[src/include/bimad_pkg.sv]
// bimad_pkg: offsets, reset values, command codes and carrier structs
// of the I/O and memory-mapped I/O forwarding decoder.
// assumes configuration accesses arrive as dword-aligned byte offsets.
package bimad_pkg;

   // ------------------------------------------------------------------
   // configuration offsets (byte offsets)
   // ------------------------------------------------------------------
   localparam logic [7:0] OFF_IO_WINDOW_BASE_LOW   = 8'h1C;
   localparam logic [7:0] OFF_IO_WINDOW_LIMIT_LOW  = 8'h1D;
   localparam logic [7:0] OFF_MMIO_WINDOW_BASE     = 8'h20;
   localparam logic [7:0] OFF_MMIO_WINDOW_LIMIT    = 8'h22;
   localparam logic [7:0] OFF_IO_WINDOW_BASE_HIGH  = 8'h30;
   localparam logic [7:0] OFF_IO_WINDOW_LIMIT_HIGH = 8'h32;

   // ------------------------------------------------------------------
   // fixed fields and reset values
   // ------------------------------------------------------------------
   localparam logic [3:0]  IO_ADDR_CAP_32      = 4'h1;
   localparam logic [3:0]  MMIO_LOW_NIBBLE     = 4'h0;
   localparam logic [11:0] IO_BASE_LOW_FILL    = 12'h000;
   localparam logic [11:0] IO_LIMIT_LOW_FILL   = 12'hFFF;
   localparam logic [19:0] MMIO_BASE_LOW_FILL  = 20'h00000;
   localparam logic [19:0] MMIO_LIMIT_LOW_FILL = 20'hFFFFF;
   localparam logic [3:0]  RST_IO_NIBBLE       = 4'h0;
   localparam logic [15:0] RST_IO_HIGH         = 16'h0000;
   localparam logic [11:0] RST_MMIO_FIELD      = 12'h000;
   localparam logic [15:0] ISA_SPACE_HIGH      = 16'h0000;
   localparam logic [1:0]  ISA_LOW_QUARTER     = 2'h0;

   // ------------------------------------------------------------------
   // bus commands that read memory
   // ------------------------------------------------------------------
   localparam logic [3:0] CMD_MEM_READ       = 4'h6;
   localparam logic [3:0] CMD_MEM_READ_MULTI = 4'hC;
   localparam logic [3:0] CMD_MEM_READ_LINE  = 4'hE;

   // ------------------------------------------------------------------
   // carriers
   // ------------------------------------------------------------------
   typedef struct packed {
      logic        valid;
      logic        secondary;   // 0: started on primary, 1: on secondary
      logic        is_io;       // 0: memory transaction
      logic [3:0]  command;
      logic [31:0] addr;
   } bimad_req_s;

   typedef struct packed {
      logic        valid;
      logic        secondary;
      logic        is_io;
      logic        fwd_down;
      logic        fwd_up;
      logic        single_xfer;
      logic [31:0] addr;
   } bimad_dec_s;

   typedef struct packed {
      logic        wr;
      logic        rd;
      logic [7:0]  addr;
      logic [3:0]  be;
      logic [31:0] wdata;
   } bimad_cfg_s;

endpackage : bimad_pkg

[src/hdl/bimad_decoder.sv]
// bimad_decoder: forwarding decision for I/O and non-prefetchable memory
// transactions of a two-port bridge, plus the window registers.
// assumes requests and configuration accesses come from logic on i_clk;
// prefetchable and VGA claims are decided elsewhere and arrive as inputs.
//
// Functional notes
// - forward in-window primary transactions down, out-of-window secondary ones up.
// - address passes through unchanged in both directions.
// - primary I/O ignored unless I/O-space enable is set.
// - secondary I/O and memory ignored unless bus-master enable is set.
// - I/O inside base..limit goes down; secondary I/O outside goes up.
// - base above limit: no I/O down, all eligible secondary I/O up.
// - byte 1Ch holds base bits 15:12, low nibble reads 1h.
// - 16-bit register at 30h holds base bits 31:16; base resets zero.
// - byte 1Dh holds limit bits 15:12, low nibble 1h, low bits FFFh.
// - 16-bit register at 32h holds limit bits 31:16; resets 0000 0FFFh.
// - ISA filter only for in-window addresses below 64KB.
// - ISA mode blocks downstream of top 768 bytes per 1KB block.
// - ISA mode sends top 768 bytes below 64KB upstream from secondary.
// - addresses at or above 64KB use plain base/limit decode.
// - memory goes down only with memory-space enable set.
// - primary memory in MMIO window goes down; secondary in window ignored.
// - memory outside window: primary ignored, secondary up unless otherwise claimed.
// - MMIO base/limit bits 15:4 are address 31:20; low nibble reads zero.
// - after reset MMIO window spans 0000 0000h to 000F FFFFh.
// - MMIO base above limit disables the window.
// - only read-line and read-multiple prefetch; plain read is single transfer.
`timescale 1ns/1ps

module bimad_decoder
   import bimad_pkg::*;
(
   input  wire logic        i_clk,
   input  wire logic        i_reset_n,
   input  wire bimad_cfg_s  i_cfg,
   input  wire logic        i_io_space_en,
   input  wire logic        i_mem_space_en,
   input  wire logic        i_bus_master_en,
   input  wire logic        i_isa_en,
   input  wire logic        i_pref_claim,
   input  wire logic        i_vga_claim,
   input  wire bimad_req_s  i_req,
   output logic             o_cfg_rvalid,
   output logic [31:0]      o_cfg_rdata,
   output bimad_dec_s       o_dec
);

   // ------------------------------------------------------------------
   // state
   // ------------------------------------------------------------------
   typedef struct packed {
      logic [3:0]  io_base_nib;
      logic [3:0]  io_lim_nib;
      logic [15:0] io_base_hi;
      logic [15:0] io_lim_hi;
      logic [11:0] mmio_base;
      logic [11:0] mmio_lim;
      logic        rvalid;
      logic [31:0] rdata;
      bimad_dec_s  dec;
   } bimad_state_s;

   bimad_state_s q;
   bimad_state_s next_q;

   logic [31:0] io_base;
   logic [31:0] io_limit;
   logic [31:0] mmio_base;
   logic [31:0] mmio_limit;
   logic        in_io;
   logic        in_mmio;
   logic        below_64k;
   logic        isa_top;

   // ------------------------------------------------------------------
   // helpers
   // ------------------------------------------------------------------
   // unsigned compare; base above limit never matches
   function automatic logic in_window(input logic [31:0] a,
                                      input logic [31:0] base,
                                      input logic [31:0] limit);
      in_window = (a >= base) && (a <= limit);
   endfunction : in_window

   function automatic logic dword_hit(input logic [7:0] a, input logic [7:0] off);
      dword_hit = (a[7:2] == off[7:2]);
   endfunction : dword_hit

   // ------------------------------------------------------------------
   // window decode
   // ------------------------------------------------------------------
   always_comb
   begin
      io_base    = {q.io_base_hi, q.io_base_nib, IO_BASE_LOW_FILL};
      io_limit   = {q.io_lim_hi, q.io_lim_nib, IO_LIMIT_LOW_FILL};
      mmio_base  = {q.mmio_base, MMIO_BASE_LOW_FILL};
      mmio_limit = {q.mmio_lim, MMIO_LIMIT_LOW_FILL};
      in_io      = in_window(i_req.addr, io_base, io_limit);
      in_mmio    = in_window(i_req.addr, mmio_base, mmio_limit);
      below_64k  = (i_req.addr[31:16] == ISA_SPACE_HIGH);
      isa_top    = i_isa_en && below_64k && (i_req.addr[9:8] != ISA_LOW_QUARTER);
   end

   // ------------------------------------------------------------------
   // next state
   // ------------------------------------------------------------------
   always_comb
   begin
      next_q = q;

      // configuration writes
      if (i_cfg.wr)
      begin
         if (dword_hit(i_cfg.addr, OFF_IO_WINDOW_BASE_LOW))
         begin
            if (i_cfg.be[OFF_IO_WINDOW_BASE_LOW[1:0]])
               next_q.io_base_nib = i_cfg.wdata[7:4];
            if (i_cfg.be[OFF_IO_WINDOW_LIMIT_LOW[1:0]])
               next_q.io_lim_nib = i_cfg.wdata[15:12];
         end
         if (dword_hit(i_cfg.addr, OFF_MMIO_WINDOW_BASE))
         begin
            if (i_cfg.be[0])
               next_q.mmio_base[3:0] = i_cfg.wdata[7:4];
            if (i_cfg.be[1])
               next_q.mmio_base[11:4] = i_cfg.wdata[15:8];
            if (i_cfg.be[2])
               next_q.mmio_lim[3:0] = i_cfg.wdata[23:20];
            if (i_cfg.be[3])
               next_q.mmio_lim[11:4] = i_cfg.wdata[31:24];
         end
         if (dword_hit(i_cfg.addr, OFF_IO_WINDOW_BASE_HIGH))
         begin
            if (i_cfg.be[0])
               next_q.io_base_hi[7:0] = i_cfg.wdata[7:0];
            if (i_cfg.be[1])
               next_q.io_base_hi[15:8] = i_cfg.wdata[15:8];
            if (i_cfg.be[2])
               next_q.io_lim_hi[7:0] = i_cfg.wdata[23:16];
            if (i_cfg.be[3])
               next_q.io_lim_hi[15:8] = i_cfg.wdata[31:24];
         end
      end

      // configuration reads, answered one cycle later
      next_q.rvalid = i_cfg.rd;
      next_q.rdata  = 32'h00000000;
      if (i_cfg.rd)
      begin
         if (dword_hit(i_cfg.addr, OFF_IO_WINDOW_BASE_LOW))
            next_q.rdata = {16'h0000, q.io_lim_nib, IO_ADDR_CAP_32,
                            q.io_base_nib, IO_ADDR_CAP_32};
         else if (dword_hit(i_cfg.addr, OFF_MMIO_WINDOW_BASE))
            next_q.rdata = {q.mmio_lim, MMIO_LOW_NIBBLE,
                            q.mmio_base, MMIO_LOW_NIBBLE};
         else if (dword_hit(i_cfg.addr, OFF_IO_WINDOW_BASE_HIGH))
            next_q.rdata = {q.io_lim_hi, q.io_base_hi};
      end

      // forwarding decision
      next_q.dec.valid       = i_req.valid;
      next_q.dec.secondary   = i_req.secondary;
      next_q.dec.is_io       = i_req.is_io;
      next_q.dec.addr        = i_req.addr;
      next_q.dec.fwd_down    = 1'b0;
      next_q.dec.fwd_up      = 1'b0;
      next_q.dec.single_xfer = 1'b0;
      if (i_req.valid)
      begin
         if (!i_req.secondary)
         begin
            if (i_req.is_io)
               next_q.dec.fwd_down = i_io_space_en && in_io && !isa_top;
            else
               next_q.dec.fwd_down = i_mem_space_en && in_mmio;
            next_q.dec.single_xfer = !i_req.is_io && in_mmio &&
                                     (i_req.command == CMD_MEM_READ);
         end
         else if (i_bus_master_en)
         begin
            if (i_req.is_io)
               next_q.dec.fwd_up = !in_io || isa_top;
            else
               next_q.dec.fwd_up = !in_mmio && !i_pref_claim
                                   && !i_vga_claim;
         end
      end
   end

   // ------------------------------------------------------------------
   // registers
   // ------------------------------------------------------------------
   always_ff @(posedge i_clk or negedge i_reset_n)
   begin
      if (!i_reset_n)
      begin
         q             <= '0;
         q.io_base_nib <= RST_IO_NIBBLE;
         q.io_lim_nib  <= RST_IO_NIBBLE;
         q.io_base_hi  <= RST_IO_HIGH;
         q.io_lim_hi   <= RST_IO_HIGH;
         q.mmio_base   <= RST_MMIO_FIELD;
         q.mmio_lim    <= RST_MMIO_FIELD;
      end
      else
         q <= next_q;
   end

   assign o_cfg_rvalid = q.rvalid;
   assign o_cfg_rdata  = q.rdata;
   assign o_dec        = q.dec;
endmodule : bimad_decoder

[config.mk]
export PLATFORM = sky130hd
export DESIGN_NAME = bimad_decoder
export DESIGN_NICKNAME = d
export VERILOG_FILES = /design/src/include/bimad_pkg.sv /design/src/hdl/bimad_decoder.sv
export SDC_FILE = /design/constraint.sdc
export NUM_CORES = 1
export LEC_CHECK = 0
export BUFFER_PORTS_ARGS = -buffer_cell sky130_fd_sc_hd__buf_4
export CAP_MARGIN = 20
export CORE_AREA = 2 2 119 121
export CTS_CLUSTER_SIZE = 24
export DETAILED_ROUTE_END_ITERATION = 10
export DIE_AREA = 0 0 121 123
export PLACE_DENSITY = 0.73
export SKIP_CTS_REPAIR_TIMING = 1
export SYNTH_ARGS = -nofsm -noshare
export SYNTH_HDL_FRONTEND = slang
export SYNTH_SLANG_ARGS = --single-unit
[constraint.sdc]
create_clock -name i_clk -period 1.9 [get_ports i_clk]
set_input_delay 0.38 -clock i_clk [delete_from_list [all_inputs] [get_ports i_clk]]
set_output_delay 0.38 -clock i_clk [all_outputs]
set_load 0.005 [all_outputs]
==> flow_summary_export.csv, run 1 <==
group,metric,value,unit
clock_tree,cts.sinks,135,
global_route,grt_util_all_layers,26.2,%
clock_tree,cts_tree,"done",
synth,synth_ff_type,"dfrtp_1",
global_route,antenna_found_initial,0,
outcome,status,"complete, but fails checks",
pwr,power_density,834,mW/mm²
floorplanning,ios,164,
detailed_routing,firstDrtPassIters,4,
synth,yosys_warnings,0,
synth,synthCells,600,
clock_tree,path_clk_slew,50,ps
finish,syn_to_final_growth,50.7,%
placed_design,port_buffers,161,
global_route,global_route.overflow_total,0,
pwr,vdd_drop_max,0.000511,V
floorplanning,die_y,123,µm
worst_setup_path,cp-end-kind,"flop",
synth,synth_top_cell_by_area,"dfrtp_1",
finish,antennaDiodeCount,0,
detailed_routing,vias,5685,
sta,hold_viol,0,
clock_tree,clockRootBuffer,"clkbuf_16",
sta,max_slew_margin,63.4,%
worst_setup_path,regToRegEndpoint,"o_dec[33]",
synth,synth-seq-cells,135,
min_path,hold_end,"o_dec[36]",
placed_design,dp_hpwl,14500,µm
finish,finalNetCount,1046,
synth,synth_nets,757,
pwr,power,8.05,mW
worst_setup_path,cp.required,2240,ps
min_path,hold_start,"i_req[37]",
worst_setup_path,worstSetupStartpointType,"flop",
floorplanning,dieArea,0.0149,mm²
sta,worst_slack,-215,ps
sta,finalMaxSlewViolations,0,
floorplanning,coreArea,0.0136,mm²
sta,fmax,473,MHz
flow_run,cap_violations,0,
placed_design,gp_congestion,0.931,
sta,min_period,2110,ps
detailed_routing,wl,19100,µm
synth,synthTopCellsByArea,"dfrtp_1, ha_1, o21ai_1",
worst_setup_path,worstReg2RegStart,"mmio_base[25]",
worst_setup_path,worstPathArrival,2460,ps
clock_tree,cts_inserted_buffers,17,
clock_tree,htreeDepth,4,
finish,multi_input_area,0.00295,mm²
global_route,first_global_vias,5918,
synth,async_reset_ff_share,100,%
clock_tree,cts_max_path_buffers,2,
synth,seq_area_frac_synth,52.8,%
min_path,whs_path_depth,1,
detailed_routing,postRouteAntennaNets,0,
finish,utilization,70.9,%
global_route,grt_start_max_net_pins,46,
finish,num-fill-cells,975,
worst_setup_path,crit_fanout,2,
pwr,power_leakage,5.00,nW
sta,tightest_slew,548,ps
synth,synth_enable_flop_cells,0,
synth,synth.distinct_cells,41,
worst_setup_path,critPathKind,"flop to flop",
floorplanning,row_count,43,
finish,fin_cells,1082,
worst_setup_path,r2r_cells,8,
detailed_routing,drt_iter0_drc,357,
sta,rsz0062_at_grt,"yes",
floorplanning,start_util,47.0,%
floorplanning,fp.dieW,121,µm
clock_tree,clk_latency,420,ps
worst_setup_path,r2r_setup_slack,-210,ps
placed_design,dp.cells,1041,
detailed_routing,drc,0,
sta,fin_skew,7.55,ps
sta,setup_violations,2,
synth,syn_avg_cell_area,10.7,µm²
synth,yosys.area.top_type_share,52.8,%
min_path,hold_class,"input pin to flop",
detailed_routing,wire_per_inst,17.6,µm
outcome,violations,"setup timing",
synth,synth_area,0.00640,mm²
finish,drive_gt1_share,40.1,%
detailed_routing,viasPerCell,5.25,
global_route,grt_pass1_wl,29800,µm
finish,regArea,0.00338,mm²
sta,fin_crit_sh,111,%
[cell usage after synthesis, types with 2 or more instances]
| library cell | n |
|---|---|
| a21oi_1 | 24 |
| buf_2 | 12 |
| a221oi_1 | 2 |
| inv_1 | 65 |
| nand4_1 | 18 |
| and3_1 | 12 |
| mux2_1 | 16 |
| or4_1 | 3 |
| nor2b_1 | 13 |
| o21ai_0 | 6 |
| a222oi_1 | 8 |
| nand3_1 | 14 |
| ha_1 | 64 |
| nor4_1 | 6 |
| mux2i_1 | 15 |
| nor4b_1 | 3 |
| a21o_1 | 10 |
| dfrtp_1 | 135 |
| o21ai_1 | 49 |
| nor2_1 | 21 |
| nand2_1 | 62 |
| and2_1 | 8 |
| clkbuf_1 | 8 |
| mux2_2 | 2 |
| a221o_1 | 2 |
| nor3_1 | 7 |
[registers in the layout, indices dropped and copies added, names as in the netlist]
| register | count |
|---|---|
| io_limit | 20 |
| o_cfg_rdata | 32 |
| io_base | 20 |
| mmio_limit | 12 |
| o_dec | 38 |
| o_cfg_rvalid | 1 |
| mmio_base | 12 |
[area by class of cell]
type / count / area share, %
Sequential cell: 135 / 35.0
Multi-Input combinational cell: 379 / 30.5
Timing Repair Buffer: 291 / 23.6
Clock buffer: 23 / 4.75
Inverter: 65 / 2.53
Tap cell: 180 / 2.33
Clock inverter: 9 / 1.30
[report_power, final]
group | internal, mW | switching, mW
clock | 2.09 | 1.18
combinational | 0.818 | 0.766
sequential | 3.09 | 0.110
[layout by cell type, fill, tap and decap left out, types with 17 or more instances in the layout]
cell / netlist / routed
inv_1: 65 / 55
nor2_1: 21 / 20
nand4_1: 18 / 18
clkbuf_16: 0 / 17
buf_4: 0 / 283
a21oi_1: 24 / 19
o21ai_1: 49 / 52
nand2_1: 62 / 60
dfrtp_1: 135 / 135
ha_1: 64 / 54
[critical path, cell delays in order (launching register included)]
cell	delay (ps)
dfrtp_1	370
inv_1	110
ha_1	280
a21oi_2	210
o21ai_4	90
nor4bb_4	360
o31ai_2	120
a2111o_1	380
a21oi_2	120
[cell families (layout without fill, tap and decap cells)]
family / count (synthesis) / count (layout) / share of synthesized area (%)
adders and majority gates: 64 / 64 / 12.5
buffers and inverters: 86 / 388 / 5.28
muxes: 33 / 33 / 5.51
and+or+nand+nor: 172 / 172 / 13.5
DFF: 135 / 135 / 52.8
AOI/OAI and AO/OA: 110 / 110 / 10.4
[worst max-delay path by stage]
stage	slack (ps)	startpoint	cells past startpoint	to
floorplan	-20	i_req[1]	7	o_dec[33]
finish	-210	mmio_base[25]	8	o_dec[33]
global placement	-530	i_req[27]	8	o_dec[33]
CTS	-450	mmio_base[25]	8	o_dec[33]
detailed placement	-560	i_req[25]	8	o_dec[33]
global route	-280	mmio_limit[31]	9	o_dec[33]
[per-layer routing]
| layer | part of all wire (%) | GRT usage, % | up-vias |
|---|---|---|---|
| met4 | 3.5 | 11.9 | 0 |
| met3 | 4.4 | 5.26 | 46 |
| met1 | 42 | 33.7 | 2784 |
| met5 | 0 | 0 | - |
| li1 | - | - | 2691 |
| met2 | 50 | 43.0 | 164 |
[through the flow]
stage | hold slack, ps | setup slack, ps | cell area (µm²) | TNS (ps)
floorplan | 84.4 | -24.0 | 6440 | -43.0
global placement | 390 | -534 | 8780 | -1330
detailed placement | 401 | -556 | 8780 | -3260
CTS | -40.1 | -449 | 9360 | -820
global route | 74.6 | -283 | 9650 | -526
finish | 91.6 | -215 | 9650 | -281
(Power assumes the default switching activity.)
==> run 2, diff against run 1 <==
- ABC_AREA: unset -> 1
- CORE_AREA: 2 2 119 121 -> 2 2 122 124
- DIE_AREA: 0 0 121 123 -> 0 0 124 126
- PLACE_DENSITY: 0.73 -> 0.74
==> run 2 against run 1 <==
Against the previous run: the flow now finishes without violations; largest cell class unchanged; first-iteration DRC count increased by 7.0%; hold slack worse by 20 ps; largest power group unchanged; critical path type unchanged; sequential power is 3% lower; synthesized area grew 7.7%; total power shrank 6.8%; final cell count up 6.4%; register-to-register slack improved by 340 ps.
==> flow_summary_export.csv, run 2 <==
group,metric,value,unit
detailed_routing,drt_iter0_drc,382,
worst_setup_path,cp.required,2230,ps
worst_setup_path,critical_path.cell_chain,"inv_1, ha_1, nand2_1, nor2_1, buf_4, nand4_1, nand3b_1, nand3_1, nand2_1, nor4_1",
finish,final_common_cell,"buf_4",
detailed_routing,firstDrtPassIters,5,
finish,drive_gt1_share,27.2,%
worst_setup_path,r2r_setup_slack,120,ps
placed_design,gp_congestion,0.884,
sta,rsz0062_at_grt,"yes",
pwr,vdd_drop_max,0.000538,V
sta,max_slew_margin,66.2,%
global_route,first_global_vias,5524,
synth,yosys.area.top_type_share,49.0,%
floorplanning,die_y,126,µm
worst_setup_path,regToRegEndpoint,"o_dec[32]",
clock_tree,cts_tree,"done",
floorplanning,coreArea,0.0143,mm²
synth,synth_area,0.00690,mm²
synth,syn_avg_cell_area,8.93,µm²
sta,finalMaxSlewViolations,0,
outcome,status,"finished clean",
worst_setup_path,slowest_stage,"dfrtp_1",
worst_setup_path,critPathKind,"flop to flop",
detailed_routing,wl,17500,µm
synth,seq_area_frac_synth,49.0,%
min_path,hold_start,"i_req[3]",
finish,regArea,0.00338,mm²
placed_design,port_buffers,161,
sta,fmax,562,MHz
clock_tree,htreeDepth,4,
finish,utilization,62.9,%
finish,antennaDiodeCount,0,
sta,worst_slack,121,ps
worst_setup_path,max_stage_delay,370,ps
worst_setup_path,crit_fanout,3,
clock_tree,path_clk_slew,60,ps
synth,yosys_warnings,0,
detailed_routing,postRouteAntennaNets,0,
synth,synth_top_cell_by_area,"dfrtp_1",
pwr,power_density,834,mW/mm²
sta,fin_skew,6.97,ps
worst_setup_path,worstPathArrival,2100,ps
worst_setup_path,crit_top_cell,"nand2_1",
detailed_routing,drc,0,
sta,setup_violations,0,
sta,tightest_slew,507,ps
synth,synth_ff_type,"dfrtp_1",
finish,num-fill-cells,1243,
clock_tree,cts_max_path_buffers,2,
synth,synth_enable_flop_cells,0,
placed_design,dp_hpwl,13100,µm
finish,multi_input_area,0.00289,mm²
global_route,antenna_found_initial,0,
synth,synth_most_common_cell,"nand2_1",
global_route,grt_start_max_net_pins,54,
floorplanning,row_count,44,
clock_tree,cts.sinks,135,
detailed_routing,wire_per_inst,15.2,µm
pwr,power_leakage,4.74,nW
finish,largest_register_ffs,38,
worst_setup_path,cp_top_family,"simple AND/OR/NAND/NOR gates",
clock_tree,clockRootBuffer,"clkbuf_16",
min_path,hold_end,"o_dec[3]",
detailed_routing,viasPerCell,4.99,
global_route,grt_util_all_layers,23.4,%
worst_setup_path,cp-end-kind,"flop",
sta,hold_viol,0,
synth,synth_commonest_cells,"nand2_1, inv_1, dfrtp_1",
clock_tree,clk_latency,430,ps
flow_run,cap_violations,0,
synth,synthCells,772,
clock_tree,cts_inserted_buffers,17,
synth,synth.distinct_cells,36,
worst_setup_path,worst-path-buf-inv,2,
min_path,whs_path_depth,1,
sta,tns,0,ps
finish,finalNetCount,1111,
sta,min_period,1780,ps
worst_setup_path,worstReg2RegStart,"mmio_base[27]",
worst_setup_path,worstSetupPathDepth,10,
pwr,power,7.50,mW
sta,fin_crit_sh,93.6,%
synth,synth_nets,929,
floorplanning,dieArea,0.0156,mm²
floorplanning,ios,164,
floorplanning,fp.dieW,124,µm
synth,synth-seq-cells,135,
min_path,hold_class,"input pin to flop",
global_route,global_route.overflow_total,0,
worst_setup_path,worstSetupStartpointType,"flop",
placed_design,dpl_worst_slack,36.6,ps
worst_setup_path,r2r_cells,10,
finish,syn_to_final_growth,30.5,%
global_route,grt_pass1_wl,27800,µm
detailed_routing,vias,5742,
synth,synthTopCellsByArea,"dfrtp_1, ha_1, nand2_1",
synth,async_reset_ff_share,100,%
floorplanning,start_util,48.2,%
finish,final_cell_mix,"buf_4, nand2_1, inv_1",
==> run 2: changes by cell type after synthesis, moves of 9 or more <==
cell	before	now
o21ai_2	0	24
nor2b_1	13	0
and3_1	12	0
o21ai_0	6	46
mux2_1	16	0
o21ai_1	49	0
a22oi_1	1	13
inv_1	65	137
buf_2	12	3
nand4_1	18	7
mux2i_1	15	0
nor2_1	21	67
nand2_1	62	168
==> run 2: cells by family after synthesis <==
| logic type | Yosys count | synth area share (%) |
|---|---|---|
| DFF | 135 | 49.0 |
| adders and majority gates | 64 | 11.6 |
| and+or+nand+nor | 282 | 17.5 |
| AOI/OAI and AO/OA | 136 | 12.6 |
| buffers and inverters | 155 | 9.36 |
==> run 2: through the flow <==
stage                     hold slack, ps  instances  area [µm²]
after floorplan                     84.4        772        6900
after global placement               362       1117        8350
after detailed placement             365       1117        8350
after CTS                          -85.3       1149        8960
after global routing                62.9       1151        9000
final                               72.0       1151        9000
==> run 2: worst max-delay path by stage <==
stage / from / to / slack (ps)
after floorplan: io_limit[31] / o_dec[33] / 430
after global placement: i_req[27] / o_dec[33] / 80
after detailed placement: i_req[27] / o_dec[32] / 40
after CTS: mmio_base[27] / o_dec[32] / 140
after global routing: mmio_limit[31] / o_dec[32] / -30
final: mmio_base[27] / o_dec[32] / 120
==> run 2: final cells by class <==
cell class | count | area share [%]
inverter | 141 | 5.88
tap | 184 | 2.56
multi-input combinational | 482 | 32.1
clock buffer | 20 | 5.08
timing repair buffer | 177 | 15.1
sequential | 135 | 37.5
clock inverter | 12 | 1.68
==> run 2: report_power, final <==
| group | switching [mW] | internal [mW] |
|---|---|---|
| clock network | 1.23 | 2.13 |
| registers | 0.0864 | 3.03 |
| logic | 0.578 | 0.450 |
| total | 1.90 | 5.61 |
==> run 2: worst register-to-register path, cell delays in order, from the launching register on <==
cell and delay (ps):
dfrtp_1 370, inv_1 50, ha_1 280, nand2_1 80, nor2_1 150, buf_4 150
nand4_1 80, nand3b_1 170, nand3_1 100, nand2_1 80, nor4_1 170
==> run 2: routing by layer <==
metal  global-route usage [%]  share of wire [%]  vias to the layer above
met5                        0                  0                        -
met4                     8.92                2.2                        0
met3                     4.80                5.7                       28
met2                     37.5                 48                      183
met1                     31.2                 44                     2705
li1                         -                  -                     2826
